==> src/core/divn_pkg.sv <==
// Package of constants for the programmable divide-by-N synthesiser block
`default_nettype none
package divn_pkg;
    localparam int ADDR_W = 4;
    localparam logic [ADDR_W-1:0] UPPER_OFFS = 4'h0;
    localparam logic [ADDR_W-1:0] LOWER_OFFS = 4'h4;
    localparam logic [ADDR_W-1:0] STATUS_OFFS = 4'h8;
    localparam logic [1:0] RESP_OKAY = 2'h0;
    localparam logic [1:0] RESP_SLVERR = 2'h2;
    localparam int CHECK_BIT = 7;
    localparam int MSD_BIT = 4;
    localparam int NIB_HI = 7;
    localparam int NIB_LO = 3;
    localparam logic [3:0] DIGIT_MAX = 4'h9;
    localparam logic [3:0] DIGIT_ZERO = 4'h0;
    localparam logic [3:0] NP_END_DIGIT = 4'h7;
    localparam logic [2:0] MSD_BASE = 3'h3;
    localparam logic [3:0] PRESCALE_P = 4'hA;
    localparam logic [3:0] COMP9_ZERO = 4'h9;
    localparam logic [3:0] RST_DIGIT = 4'h9;
    localparam logic RST_MSD = 1'b0;
    localparam logic RST_CHECK_N = 1'b1;
    localparam logic [1:0] LOAD_LAST = 2'h1;
    localparam int STATUS_CTRL = 16;
    localparam int STATUS_XFER = 17;
    localparam int STATUS_ERR_A = 18;
    localparam int STATUS_ERR_B = 19;
endpackage
`default_nettype wire

==> src/core/divn_synth.sv <==
// Programmable divide-by-N chain, phase comparator and AXI4-Lite registers
//
// Contract
// RQ1: Halve oscillator before the divide-by-N chain
// RQ2: Phase comparator against decade-divided reference
// RQ3: Host programs N as 9's complement BCD
// RQ4: Upper byte captured on upper strobe
// RQ5: MSD sent as one bit on bit 4
// RQ6: Digit three in upper nibble, lower byte follows (code takes digit three from bits 3:0 of the upper byte)
// RQ7: Lower strobe sets flop; next edge clears it
// RQ8: Following edge copies held N to working
// RQ9: Active-low check bit captured from bit 7
// RQ10: Check low enables extra divide-by-two output
// RQ11: Check mode digits hold nine, MSD zero
// RQ12: Check high inhibits check output
// RQ13: Prescaler P+1 until D expires, then P
// RQ14: Np keeps counting, emits output pulse
// RQ15: P ten gives ratio equal to ABCD
// RQ16: Output pulse reloads the next cycle
// RQ17: Np must exceed D
// RQ18: Decades preload nine minus digit, carry at nine
// RQ19: Check mode presets D stage to nine
// RQ20: Load low for two input periods
// RQ21: Load low inhibits and presets all stages
// RQ22: Decode 997 to end the Np chain
// RQ23: Working N changes only on transfer edge
//
// Local design decisions: the AXI4-Lite register port and the address map.
`default_nettype none
module divn_synth (
    input wire logic ref_clk_i,
    input wire logic rst_n_i,
    input wire logic osc_i,
    input wire logic xfer_clk_i,
    input wire logic ref_in_i,
    output logic phase_error_a_o,
    output logic phase_error_b_o,
    output logic div_out_o,
    output logic check_o,
    input wire logic [divn_pkg::ADDR_W-1:0] s_axi_awaddr,
    input wire logic s_axi_awvalid,
    output logic s_axi_awready,
    input wire logic [31:0] s_axi_wdata,
    input wire logic [3:0] s_axi_wstrb,
    input wire logic s_axi_wvalid,
    output logic s_axi_wready,
    output logic [1:0] s_axi_bresp,
    output logic s_axi_bvalid,
    input wire logic s_axi_bready,
    input wire logic [divn_pkg::ADDR_W-1:0] s_axi_araddr,
    input wire logic s_axi_arvalid,
    output logic s_axi_arready,
    output logic [31:0] s_axi_rdata,
    output logic [1:0] s_axi_rresp,
    output logic s_axi_rvalid,
    input wire logic s_axi_rready
);
    import divn_pkg::*;

    // Bus write path
    logic aw_have_q;
    logic w_have_q;
    logic [ADDR_W-1:0] awaddr_q;
    logic [7:0] wbyte_q;
    logic bvalid_q;
    logic [1:0] bresp_q;
    logic wr_go;
    logic upper_byte_strobe;
    logic lower_byte_strobe;

    assign s_axi_awready = !aw_have_q && !bvalid_q;
    assign s_axi_wready = !w_have_q && !bvalid_q;
    assign wr_go = aw_have_q && w_have_q && !bvalid_q;

    always_ff @(posedge ref_clk_i or negedge rst_n_i) begin
        if (!rst_n_i) begin
            aw_have_q <= 1'b0;
            awaddr_q <= UPPER_OFFS;
        end else if (s_axi_awvalid && s_axi_awready) begin
            aw_have_q <= 1'b1;
            awaddr_q <= s_axi_awaddr;
        end else if (wr_go) begin
            aw_have_q <= 1'b0;
        end
    end

    always_ff @(posedge ref_clk_i or negedge rst_n_i) begin
        if (!rst_n_i) begin
            w_have_q <= 1'b0;
            wbyte_q <= 8'h00;
        end else if (s_axi_wvalid && s_axi_wready) begin
            w_have_q <= 1'b1;
            wbyte_q <= s_axi_wstrb[0] ? s_axi_wdata[7:0] : 8'h00;
        end else if (wr_go) begin
            w_have_q <= 1'b0;
        end
    end

    assign upper_byte_strobe = wr_go && (awaddr_q == UPPER_OFFS);
    assign lower_byte_strobe = wr_go && (awaddr_q == LOWER_OFFS);

    always_ff @(posedge ref_clk_i or negedge rst_n_i) begin
        if (!rst_n_i) begin
            bvalid_q <= 1'b0;
            bresp_q <= RESP_OKAY;
        end else if (wr_go) begin
            bvalid_q <= 1'b1;
            bresp_q <= (upper_byte_strobe || lower_byte_strobe) ?
                       RESP_OKAY : RESP_SLVERR;
        end else if (s_axi_bready) begin
            bvalid_q <= 1'b0;
        end
    end

    assign s_axi_bvalid = bvalid_q;
    assign s_axi_bresp = bresp_q;

    // Holding registers
    logic check_n_q;
    logic msd_hold_q;
    logic [3:0] dig3_hold_q;
    logic [3:0] dig2_hold_q;
    logic [3:0] dig1_hold_q;

    always_ff @(posedge ref_clk_i or negedge rst_n_i) begin
        if (!rst_n_i) begin
            check_n_q <= RST_CHECK_N;
            msd_hold_q <= RST_MSD;
            dig3_hold_q <= RST_DIGIT;
        end else if (upper_byte_strobe) begin // RQ4
            check_n_q <= wbyte_q[CHECK_BIT]; // RQ9
            msd_hold_q <= wbyte_q[MSD_BIT]; // RQ5
            dig3_hold_q <= wbyte_q[NIB_LO:0]; // RQ6
        end
    end

    always_ff @(posedge ref_clk_i or negedge rst_n_i) begin
        if (!rst_n_i) begin
            dig2_hold_q <= RST_DIGIT;
            dig1_hold_q <= RST_DIGIT;
        end else if (lower_byte_strobe) begin
            dig2_hold_q <= wbyte_q[NIB_HI:NIB_LO+1]; // RQ6
            dig1_hold_q <= wbyte_q[NIB_LO:0];
        end
    end

    // Transfer sequence on the transfer clock
    logic xfer_clk_prev_q;
    logic xfer_rise;
    logic xfer_a_q;
    logic xfer_b_q;
    logic xfer_load;

    assign xfer_rise = xfer_clk_i && !xfer_clk_prev_q;

    always_ff @(posedge ref_clk_i or negedge rst_n_i) begin
        if (!rst_n_i) begin
            xfer_clk_prev_q <= 1'b0;
        end else begin
            xfer_clk_prev_q <= xfer_clk_i;
        end
    end

    always_ff @(posedge ref_clk_i or negedge rst_n_i) begin
        if (!rst_n_i) begin
            xfer_a_q <= 1'b0;
        end else if (lower_byte_strobe) begin
            xfer_a_q <= 1'b1; // RQ7
        end else if (!xfer_b_q) begin
            xfer_a_q <= 1'b0; // RQ7
        end
    end

    always_ff @(posedge ref_clk_i or negedge rst_n_i) begin
        if (!rst_n_i) begin
            xfer_b_q <= 1'b1;
        end else if (xfer_rise) begin
            xfer_b_q <= !xfer_a_q; // RQ7 RQ8
        end
    end

    assign xfer_load = xfer_rise && !xfer_b_q && xfer_a_q == 1'b0;

    // Working registers
    logic msd_q;
    logic [3:0] dig3_q;
    logic [3:0] dig2_q;
    logic [3:0] dig1_q;

    always_ff @(posedge ref_clk_i or negedge rst_n_i) begin
        if (!rst_n_i) begin
            msd_q <= RST_MSD;
            dig3_q <= RST_DIGIT;
            dig2_q <= RST_DIGIT;
            dig1_q <= RST_DIGIT;
        end else if (xfer_load) begin // RQ8 RQ23
            msd_q <= msd_hold_q;
            dig3_q <= dig3_hold_q;
            dig2_q <= dig2_hold_q;
            dig1_q <= dig1_hold_q;
        end
    end

    // First halving stage
    logic osc_prev_q;
    logic half_q;
    logic f1;

    always_ff @(posedge ref_clk_i or negedge rst_n_i) begin
        if (!rst_n_i) begin
            osc_prev_q <= 1'b0;
            half_q <= 1'b0;
        end else begin
            osc_prev_q <= osc_i;
            if (osc_i && !osc_prev_q) begin
                half_q <= !half_q; // RQ1
            end
        end
    end

    assign f1 = osc_i && !osc_prev_q && half_q; // RQ1

    // Check output: extra halving of f1
    logic check_q;

    always_ff @(posedge ref_clk_i or negedge rst_n_i) begin
        if (!rst_n_i) begin
            check_q <= 1'b0;
        end else if (check_n_q) begin
            check_q <= 1'b0; // RQ12
        end else if (f1) begin
            check_q <= !check_q; // RQ10
        end
    end

    assign check_o = check_q;

    // Load window
    logic load_n_q;
    logic [1:0] load_cnt_q;
    logic fout;
    logic pre_pulse;

    always_ff @(posedge ref_clk_i or negedge rst_n_i) begin
        if (!rst_n_i) begin
            load_n_q <= 1'b0;
            load_cnt_q <= 2'h0;
        end else if (fout) begin
            load_n_q <= 1'b0; // RQ16 RQ20
            load_cnt_q <= 2'h0;
        end else if (!load_n_q && pre_pulse) begin
            if (load_cnt_q == LOAD_LAST) begin
                load_n_q <= 1'b1; // RQ20
            end
            load_cnt_q <= load_cnt_q + 2'h1;
        end
    end

    // Two-modulus prescaler
    logic [3:0] pre_q;
    logic [3:0] pre_limit;
    logic scaler_ctrl;

    // Divide by P while loading: the two load periods stand in for the
    // two counts that the 997 end decode leaves out
    assign pre_limit = (scaler_ctrl || !load_n_q) ?
                       PRESCALE_P - 4'h1 : PRESCALE_P; // RQ13 RQ22
    assign pre_pulse = f1 && (pre_q == pre_limit);

    always_ff @(posedge ref_clk_i or negedge rst_n_i) begin
        if (!rst_n_i) begin
            pre_q <= 4'h0;
        end else if (f1) begin
            pre_q <= pre_pulse ? 4'h0 : pre_q + 4'h1;
        end
    end

    // D stage and Np chain
    logic [3:0] d_preload;
    logic [3:0] a_preload;
    logic [3:0] c_count;
    logic [3:0] b_count;
    logic [3:0] a_count;
    logic c_carry;
    logic b_carry;
    logic a_carry;

    assign d_preload = check_n_q ? dig1_q : COMP9_ZERO; // RQ19 RQ11
    assign a_preload = {MSD_BASE, msd_q}; // RQ5

    decade_counter u_d_stage (
        .ref_clk_i(ref_clk_i),
        .rst_n_i(rst_n_i),
        .load_n_i(load_n_q),
        .preload_i(d_preload), // RQ18
        .count_i(pre_pulse && !scaler_ctrl), // RQ13
        .count_o(),
        .carry_o(scaler_ctrl) // RQ13
    );

    decade_counter u_np_low (
        .ref_clk_i(ref_clk_i),
        .rst_n_i(rst_n_i),
        .load_n_i(load_n_q),
        .preload_i(dig2_q),
        .count_i(pre_pulse), // RQ14
        .count_o(c_count),
        .carry_o(c_carry)
    );

    decade_counter u_np_mid (
        .ref_clk_i(ref_clk_i),
        .rst_n_i(rst_n_i),
        .load_n_i(load_n_q),
        .preload_i(dig3_q),
        .count_i(pre_pulse && c_carry),
        .count_o(b_count),
        .carry_o(b_carry)
    );

    decade_counter u_np_high (
        .ref_clk_i(ref_clk_i),
        .rst_n_i(rst_n_i),
        .load_n_i(load_n_q),
        .preload_i(a_preload),
        .count_i(pre_pulse && c_carry && b_carry),
        .count_o(a_count),
        .carry_o(a_carry)
    );

    // End of cycle decode at 997
    assign fout = load_n_q && a_carry && b_carry &&
                  (c_count == NP_END_DIGIT); // RQ22 RQ14 RQ15

    always_ff @(posedge ref_clk_i or negedge rst_n_i) begin
        if (!rst_n_i) begin
            div_out_o <= 1'b1;
        end else begin
            div_out_o <= !fout; // RQ22
        end
    end

    // Reference decade divider
    logic ref_prev_q;
    logic ref_rise;
    logic ref_carry;
    logic ref_pulse;

    assign ref_rise = ref_in_i && !ref_prev_q;
    assign ref_pulse = ref_rise && ref_carry;

    always_ff @(posedge ref_clk_i or negedge rst_n_i) begin
        if (!rst_n_i) begin
            ref_prev_q <= 1'b0;
        end else begin
            ref_prev_q <= ref_in_i;
        end
    end

    decade_counter u_ref_div (
        .ref_clk_i(ref_clk_i),
        .rst_n_i(rst_n_i),
        .load_n_i(1'b1),
        .preload_i(DIGIT_ZERO),
        .count_i(ref_rise), // RQ2
        .count_o(),
        .carry_o(ref_carry)
    );

    // Phase comparator
    logic err_a_q;
    logic err_b_q;

    always_ff @(posedge ref_clk_i or negedge rst_n_i) begin
        if (!rst_n_i) begin
            err_a_q <= 1'b0;
            err_b_q <= 1'b0;
        end else if ((err_a_q || ref_pulse) && (err_b_q || fout)) begin
            err_a_q <= 1'b0; // RQ2
            err_b_q <= 1'b0;
        end else begin
            err_a_q <= err_a_q || ref_pulse; // RQ2
            err_b_q <= err_b_q || fout;
        end
    end

    assign phase_error_a_o = err_a_q;
    assign phase_error_b_o = err_b_q;

    // Bus read path
    logic rvalid_q;
    logic [31:0] rdata_q;
    logic [1:0] rresp_q;

    assign s_axi_arready = !rvalid_q;

    always_ff @(posedge ref_clk_i or negedge rst_n_i) begin
        if (!rst_n_i) begin
            rvalid_q <= 1'b0;
            rdata_q <= 32'h00000000;
            rresp_q <= RESP_OKAY;
        end else if (s_axi_arvalid && !rvalid_q) begin
            rvalid_q <= 1'b1;
            rresp_q <= RESP_OKAY;
            rdata_q <= 32'h00000000;
            case (s_axi_araddr)
                UPPER_OFFS: begin
                    rdata_q[7:0] <= {check_n_q, 2'h0, msd_hold_q,
                                     dig3_hold_q};
                end
                LOWER_OFFS: begin
                    rdata_q[7:0] <= {dig2_hold_q, dig1_hold_q};
                end
                STATUS_OFFS: begin
                    rdata_q[15:0] <= {3'h0, msd_q, dig3_q, dig2_q, dig1_q};
                    rdata_q[STATUS_CTRL] <= scaler_ctrl;
                    rdata_q[STATUS_XFER] <= xfer_a_q || !xfer_b_q;
                    rdata_q[STATUS_ERR_A] <= err_a_q;
                    rdata_q[STATUS_ERR_B] <= err_b_q;
                end
                default: begin
                    rresp_q <= RESP_SLVERR;
                end
            endcase
        end else if (s_axi_rready) begin
            rvalid_q <= 1'b0;
        end
    end

    assign s_axi_rvalid = rvalid_q;
    assign s_axi_rdata = rdata_q;
    assign s_axi_rresp = rresp_q;
endmodule
`default_nettype wire

==> src/core/decade_counter.sv <==
// Presettable decade up-counter with carry at nine
`default_nettype none
module decade_counter (
    input wire logic ref_clk_i,
    input wire logic rst_n_i,
    input wire logic load_n_i,
    input wire logic [3:0] preload_i,
    input wire logic count_i,
    output logic [3:0] count_o,
    output logic carry_o
);
    import divn_pkg::*;

    logic [3:0] count_q;

    // Preload forces the stage, otherwise wrap after nine
    always_ff @(posedge ref_clk_i or negedge rst_n_i) begin
        if (!rst_n_i) begin
            count_q <= DIGIT_ZERO;
        end else if (!load_n_i) begin
            count_q <= preload_i; // RQ21
        end else if (count_i) begin
            if (count_q == DIGIT_MAX) begin
                count_q <= DIGIT_ZERO; // RQ18
            end else begin
                count_q <= count_q + 4'h1;
            end
        end
    end

    assign count_o = count_q;
    assign carry_o = (count_q == DIGIT_MAX); // RQ18
endmodule
`default_nettype wire

==> config.mk <==
export PLATFORM = sky130hd
export DESIGN_NAME = divn_synth
export DESIGN_NICKNAME = d
export VERILOG_FILES = /design/src/core/divn_pkg.sv /design/src/core/divn_synth.sv /design/src/core/decade_counter.sv
export SDC_FILE = /design/constraint.sdc
export NUM_CORES = 1
export LEC_CHECK = 0
export BUFFER_PORTS_ARGS = -buffer_cell sky130_fd_sc_hd__clkbuf_2
export CELL_PAD_IN_SITES_DETAIL_PLACEMENT = 1
export CELL_PAD_IN_SITES_GLOBAL_PLACEMENT = 2
export CORE_ASPECT_RATIO = 2
export CORE_MARGIN = 3
export CORE_UTILIZATION = 37
export DETAILED_ROUTE_END_ITERATION = 8
export PLACE_DENSITY = 0.81
export SYNTH_ARGS = -nofsm -noshare
export SYNTH_HDL_FRONTEND = slang
export SYNTH_HIERARCHICAL = 1
export SYNTH_SLANG_ARGS = --single-unit
==> constraint.sdc <==
create_clock -name ref_clk_i -period 6.7 [get_ports ref_clk_i]
set_input_delay 1.005 -clock ref_clk_i [delete_from_list [all_inputs] [get_ports ref_clk_i]]
set_output_delay 1.005 -clock ref_clk_i [all_outputs]
set_load 0.02 [all_outputs]
[Yosys cells after proc, flatten, opt, wreduce, memory -nomap -nowiden]
Index checks and enable logic that the tools add are counted.
Word-level totals
  logic and storage cells: 154
  memories: 0
  bits in latches: 0
  bits in read-only memories: 0
  bits of input ports: 54
  flip-flop bits (word level): 104
  bits in writable memories: 0
  output and inout port bits: 45
Operators by class
  multipliers: 0
  muxes and demuxes: 39
  magnitude comparators: 0
  reductions and logical operators: 55
  bitwise logic cells: 1
  $add $sub $neg: 7
  shift-type cells: 0
  divide/modulo/power cells: 0
  eq/ne operators: 16
Operators by type and width (number)
  4-bit 2-to-1 mux: 15
  1-bit logical AND: 25
  4-bit by 1-bit adder with 4-bit output (second input constant): 6
  4-bit == test (second input constant): 6
  8-bit one-hot mux with 3 select lines: 1
  1-bit 2-to-1 mux: 16
  1-bit logical NOT: 14
  2-bit nonzero test: 7
  4-bit by 3-bit == test with 1-bit output (second input constant): 3
  12-bit 2-to-1 mux: 1
  2-bit 2-to-1 mux: 5
  4-bit logical NOT: 2
  8-bit 2-to-1 mux: 1
  2-bit by 1-bit inequality test with 1-bit output (second input constant): 4
  1-bit logical OR: 5
  4-bit == test: 1
  3-bit OR reduction: 1
  2-bit by 1-bit adder with 2-bit output (second input constant): 1
  2-bit by 1-bit == test with 1-bit output (second input constant): 1
  2-bit inequality test (second input constant): 1
  2-bit AND reduction: 1
  1-bit inverter: 1

[Longest topological paths before layout]
  depth in word-level cells: 9
  depth in mapped cells: 9
  gate-level depth less buffers: 9

[Hierarchy]
The synthesis kept the hierarchy.
By module, submodules not included
  divn_synth: cells each 289, area each 3442.1 µm², seq. area each 1995.7 µm², times used 1
  decade_counter: cells each 25, area each 224.0 µm², seq. area each 100.1 µm², times used 5

[Worst setup path before layout]
OpenSTA, ideal clock, no wires.
  kind: register to register
  from: register u_d_stage.count_q[3], in the netlist u_d_stage/count_o[3]
  to: register u_np_high.count_q[1], in the netlist u_np_high/count_o[1]
  data arrival time: 2259 ps
  cell stages (with the launch flop): 10
  slack: 4359 ps
  period minus slack after synthesis: 2341 ps
  cell sequence: dfrtp_1 > nor2b_2 > and3b_2 > nor2b_1 > mux2_2 > nor3_2 > and3_1 > nand2_1 > or3_1 > a31oi_1
On the way
  cells in the longest elaborated chain, start to end: 8
RTL lines
  start, declared: RTL line decade_counter.sv:14  | logic [3:0] count_q;
  start signal, assigned: RTL line decade_counter.sv:21  | count_q <= preload_i;
  start signal, assigned: RTL line decade_counter.sv:26  | count_q <= count_q + 4'h1;
  4-bit == test: RTL line decade_counter.sv:32  | assign carry_o = (count_q == DIGIT_MAX);
  via scaler_ctrl: RTL line divn_synth.sv:262  | logic scaler_ctrl;
  1-bit logical OR: RTL line divn_synth.sv:266  | assign pre_limit = (scaler_ctrl || !load_n_q) ?
  2-bit 2-to-1 mux: RTL line divn_synth.sv:266
  4-bit == test: RTL line divn_synth.sv:268  | assign pre_pulse = f1 && (pre_q == pre_limit);
  1-bit logical AND: RTL line divn_synth.sv:268
  via pre_pulse: RTL line divn_synth.sv:242  | logic pre_pulse;
  1-bit logical AND (2 in series): RTL line divn_synth.sv:326  | .count_i(pre_pulse && c_carry && b_carry),
  2-bit by 1-bit inequality test with 1-bit output (no source line)
  end signal, assigned: RTL line decade_counter.sv:21
  end signal, assigned: RTL line decade_counter.sv:26
  end, declared: RTL line decade_counter.sv:14
The timed path passes the listed nets, and every way through them passes these cells.
A chain may end at the register's enable or synchronous reset.

[Final worst setup path]
  from: input s_axi_arvalid
  to: register rdata_q[8], in the netlist s_axi_rdata[8]
On the way
  cells in the longest elaborated chain, start to end: 1
RTL lines
  start, declared: RTL line divn_synth.sv:51  | input wire logic s_axi_arvalid,
  1-bit logical AND: RTL line divn_synth.sv:402  | end else if (s_axi_arvalid && !rvalid_q) begin
  end signal, assigned: RTL line divn_synth.sv:415  | rdata_q[15:0] <= {3'h0, msd_q, dig3_q, dig2_q, dig1_q};
  end signal, assigned by index: RTL line divn_synth.sv:416  | rdata_q[STATUS_CTRL] <= scaler_ctrl;
  end signal, assigned by index: RTL line divn_synth.sv:417  | rdata_q[STATUS_XFER] <= xfer_a_q || !xfer_b_q;
  end, declared: RTL line divn_synth.sv:392  | logic [31:0] rdata_q;
No other way between the ends.

==> impl_metrics.yaml <==
critical_path:
  timing.rr.end: "u_np_high/count_o[1]$_DFFE_PN0P_"
  crit_path_cell_trace: "clkbuf_2, nand2b_1, or3_1, nor2b_1, a22o_1"
  r2r-start: "u_d_stage/count_o[3]$_DFFE_PN0P_"
  rrSetupSlack_ns: 4.00
  start_kind: "input pin"
  crit_fanout: 20
  cp_slowest_cell: "nor2b_1"
  critPathBufInv: 1
  cp-startpoint: "s_axi_arvalid"
  slowest_delay_ns: 0.68
  cp-end-kind: "flip-flop"
  worstPathArrival_ns: 3.09
  critical-path-top-delay-family: "simple AND/OR/NAND/NOR gates"
  worst-setup-path-type: "in2reg"
  cp.required_ns: 6.98
  r2r_cells: 9
sta:
  fmax_mhz: 355
  slew_viol_final: 0
  clock_skew_ns: 0.00762
  fin_ws_ns: 3.88
  finalSetupViolCount: 0
  fin_crit_sh: 0.420
  period_needed_ns: 2.82
  rsz0062_at_grt: "no"
  slew_headroom: 0.314
  setup_tns_ns: 0
  worst_pin_slew_ns: 1.02
  hold_viol: 0
synth:
  syn_area_um2: 4560
  synthDistinctLibCells: 46
  synth_top_family_by_area: "simple AND/OR/NAND/NOR gates"
  synth_xor_area_frac: 0.0230
  synth_fa_ha_area_frac: 0.00549
  synthMuxAreaShare: 0.0943
  syn_avg_cell_area_um2: 11.0
  synth-simple-area-share: 0.166
  yosys_warnings: 6
  postSynthCellCount: 414
  netlist.area_leader.share: 0.461
  synth_compound_gate_area_share: 0.114
  yosysTopAreaCell: "dfrtp_1"
  synth_enable_flop_cells: 0
  synthFlopType: "dfrtp_1"
  seq_area_frac_synth: 0.547
  ys_ff_latch: 99
  synthArstFlopShare: 1.00
  ys_top_cells_by_area: "dfrtp_1, dfstp_2, mux2_2"
cts:
  post_cts_buffers: 0
  clockBufferDepth: 2
  cts_tree: "yes"
  clk_latency_ns: 0.35
  cts_buffers: 9
  clock-root-buffer: "clkbuf_16"
  clk_pin_slew_worst_paths_ns: 0.07
  ctsResizeCount: 0
  htree_levels: 3
  clock-sinks: 99
  cts_hold_buf: 0
final_layout:
  synthToLayoutAreaGrowth_pct: 15.1
  final-seq-area_um2: 2500
  mostFrequentLayoutCell: "dfrtp_1"
  final_cell_mix: "dfrtp_1, clkbuf_2, nand2_1"
  largest_reg_flops: 17
  layout.nets: 528
  diodes: 0
  post-route-util: 0.441
  multi_input_comb_area_um2: 1930
  drive_gt1_frac: 0.285
  instances_no_fill: 622
  fillers: 1366
grt:
  grt_pass1_vias: 3486
  grt_max_degree: 66
  overflow: 0
  antenna_found_initial: 0
  grt_pass1_wl_um: 17400
  grt_usage: 0.160
pwr:
  p_leak_nw: 2.45
  combPwrFrac: 0.252
  power_frac_clock: 0.271
  p_switching_mw: 0.687
  vdd_drop_max_uv: 221
  p_int_mw: 1.38
  p_seq_frac: 0.477
  power.density_nw_per_um2: 394
  total_power_mw: 2.07
  swShare: 0.332
outcome:
  outcome: "completed"
worst_hold_path:
  holdCritStartpoint: "wbyte_q[6]$_DFFE_PN0P_"
  hold_path_end: "wbyte_q[6]$_DFFE_PN0P_"
  holdPathStages: 2
  min_path_type: "reg2reg"
placement:
  gp_congestion: 0.712
  place_hpwl_um: 7410
  place_ws_ns: 3.49
  post-place-cells: 606
  portBuffers: 54
die:
  core-area_um2: 11900
  rows: 56
  ios: 99
  initial_core_util: 0.383
  die-area_um2: 13800
  die_h_um: 163
  die_w_um: 84.5
routing:
  ant_nets: 0
  drtIter0Drc: 117
  viasPerCell: 5.13
  wl_per_cell_um: 16.0
  drtPass1Iterations: 4
  wl_um: 9960
  vias: 3191
  drc: 0
run:
  drv_cap: 0
-- area by class of cell --
cell class                 instances  share of cell area
clock buffer                      10              0.0455
sequential                        99               0.475
inverter                           8             0.00572
multi-input combinational        298               0.368
tap                              145              0.0345
timing repair buffer              56              0.0548
clock inverter                     6              0.0167
-- cells in the mapped netlist (3+ instances only) --
cell type	n
mux2_2	26
buf_2	3
a22o_1	15
nand3_1	6
nor3_1	3
a21oi_1	17
nor2_1	25
xnor2_1	7
dfrtp_1	84
nand2_1	44
and3b_2	5
nor2b_1	11
or3_1	6
nand2b_1	8
nor2b_2	5
a31oi_1	11
mux2i_1	7
and2_1	4
dfstp_2	15
buf_4	18
and4b_2	5
inv_1	8
mux2_1	6
clkbuf_1	10
o21ai_0	35
xor2_1	5
-- routing by layer --
metal	wire (um)	track usage	part of all wire	vias to the layer above
li1	-	-	-	1511
met1	3730	0.174	0.37	1598
met2	5630	0.297	0.56	70
met3	410	0.0313	0.041	12
met4	190	0.0677	0.019	0
met5	0	0	0	-
-- worst max-delay path by stage --
stage                                                   to  slack [ns]  cells past startpoint
after floorplan           u_np_high/count_o[1]$_DFFE_PN0P_        4.36                      9
after global routing           s_axi_rdata[18]$_DFFE_PN0P_        3.73                      5
after CTS                       s_axi_rdata[8]$_DFFE_PN0P_        3.85                      5
after detailed placement       s_axi_rdata[11]$_DFFE_PN0P_        3.49                      5
after global placement         s_axi_rdata[10]$_DFFE_PN0P_        3.57                      5
final                           s_axi_rdata[8]$_DFFE_PN0P_        3.88                      5
-- power by group through the flow --
stage / Sequential (mW) / Combinational (mW) / Clock [mW]
2_1_floorplan: 0.963 / 0.393 / 0
3_3_place_gp: 0.985 / 0.509 / 0
6_report: 0.986 / 0.522 / 0.561
3_5_place_dp: 1.00 / 0.530 / 0
5_1_grt: 1.02 / 0.604 / 0.604
4_1_cts: 0.992 / 0.532 / 0.582
-- cells by family after synthesis --
logic type	Yosys count
fa+ha+maj	2
compound gates	86
other cells	2
buf+inv	40
xor+xnor	12
simple gates	134
mux	39
flops	99
-- stage by stage --
stage / cell area (um2) / hold WS, ns
3_5_place_dp: 4930 / 0.476
2_1_floorplan: 4650 / 0.446
4_1_cts: 5250 / 0.490
5_1_grt: 5250 / 0.521
3_3_place_gp: 4930 / 0.460
6_report: 5250 / 0.481
-- tightest hold or removal path: stages (launching register included) --
cell	delay [ns]
dfrtp_1	0.34
nand2_1	0.05
o21ai_0	0.06
No activity file was read; power rests on OpenSTA's default activity.
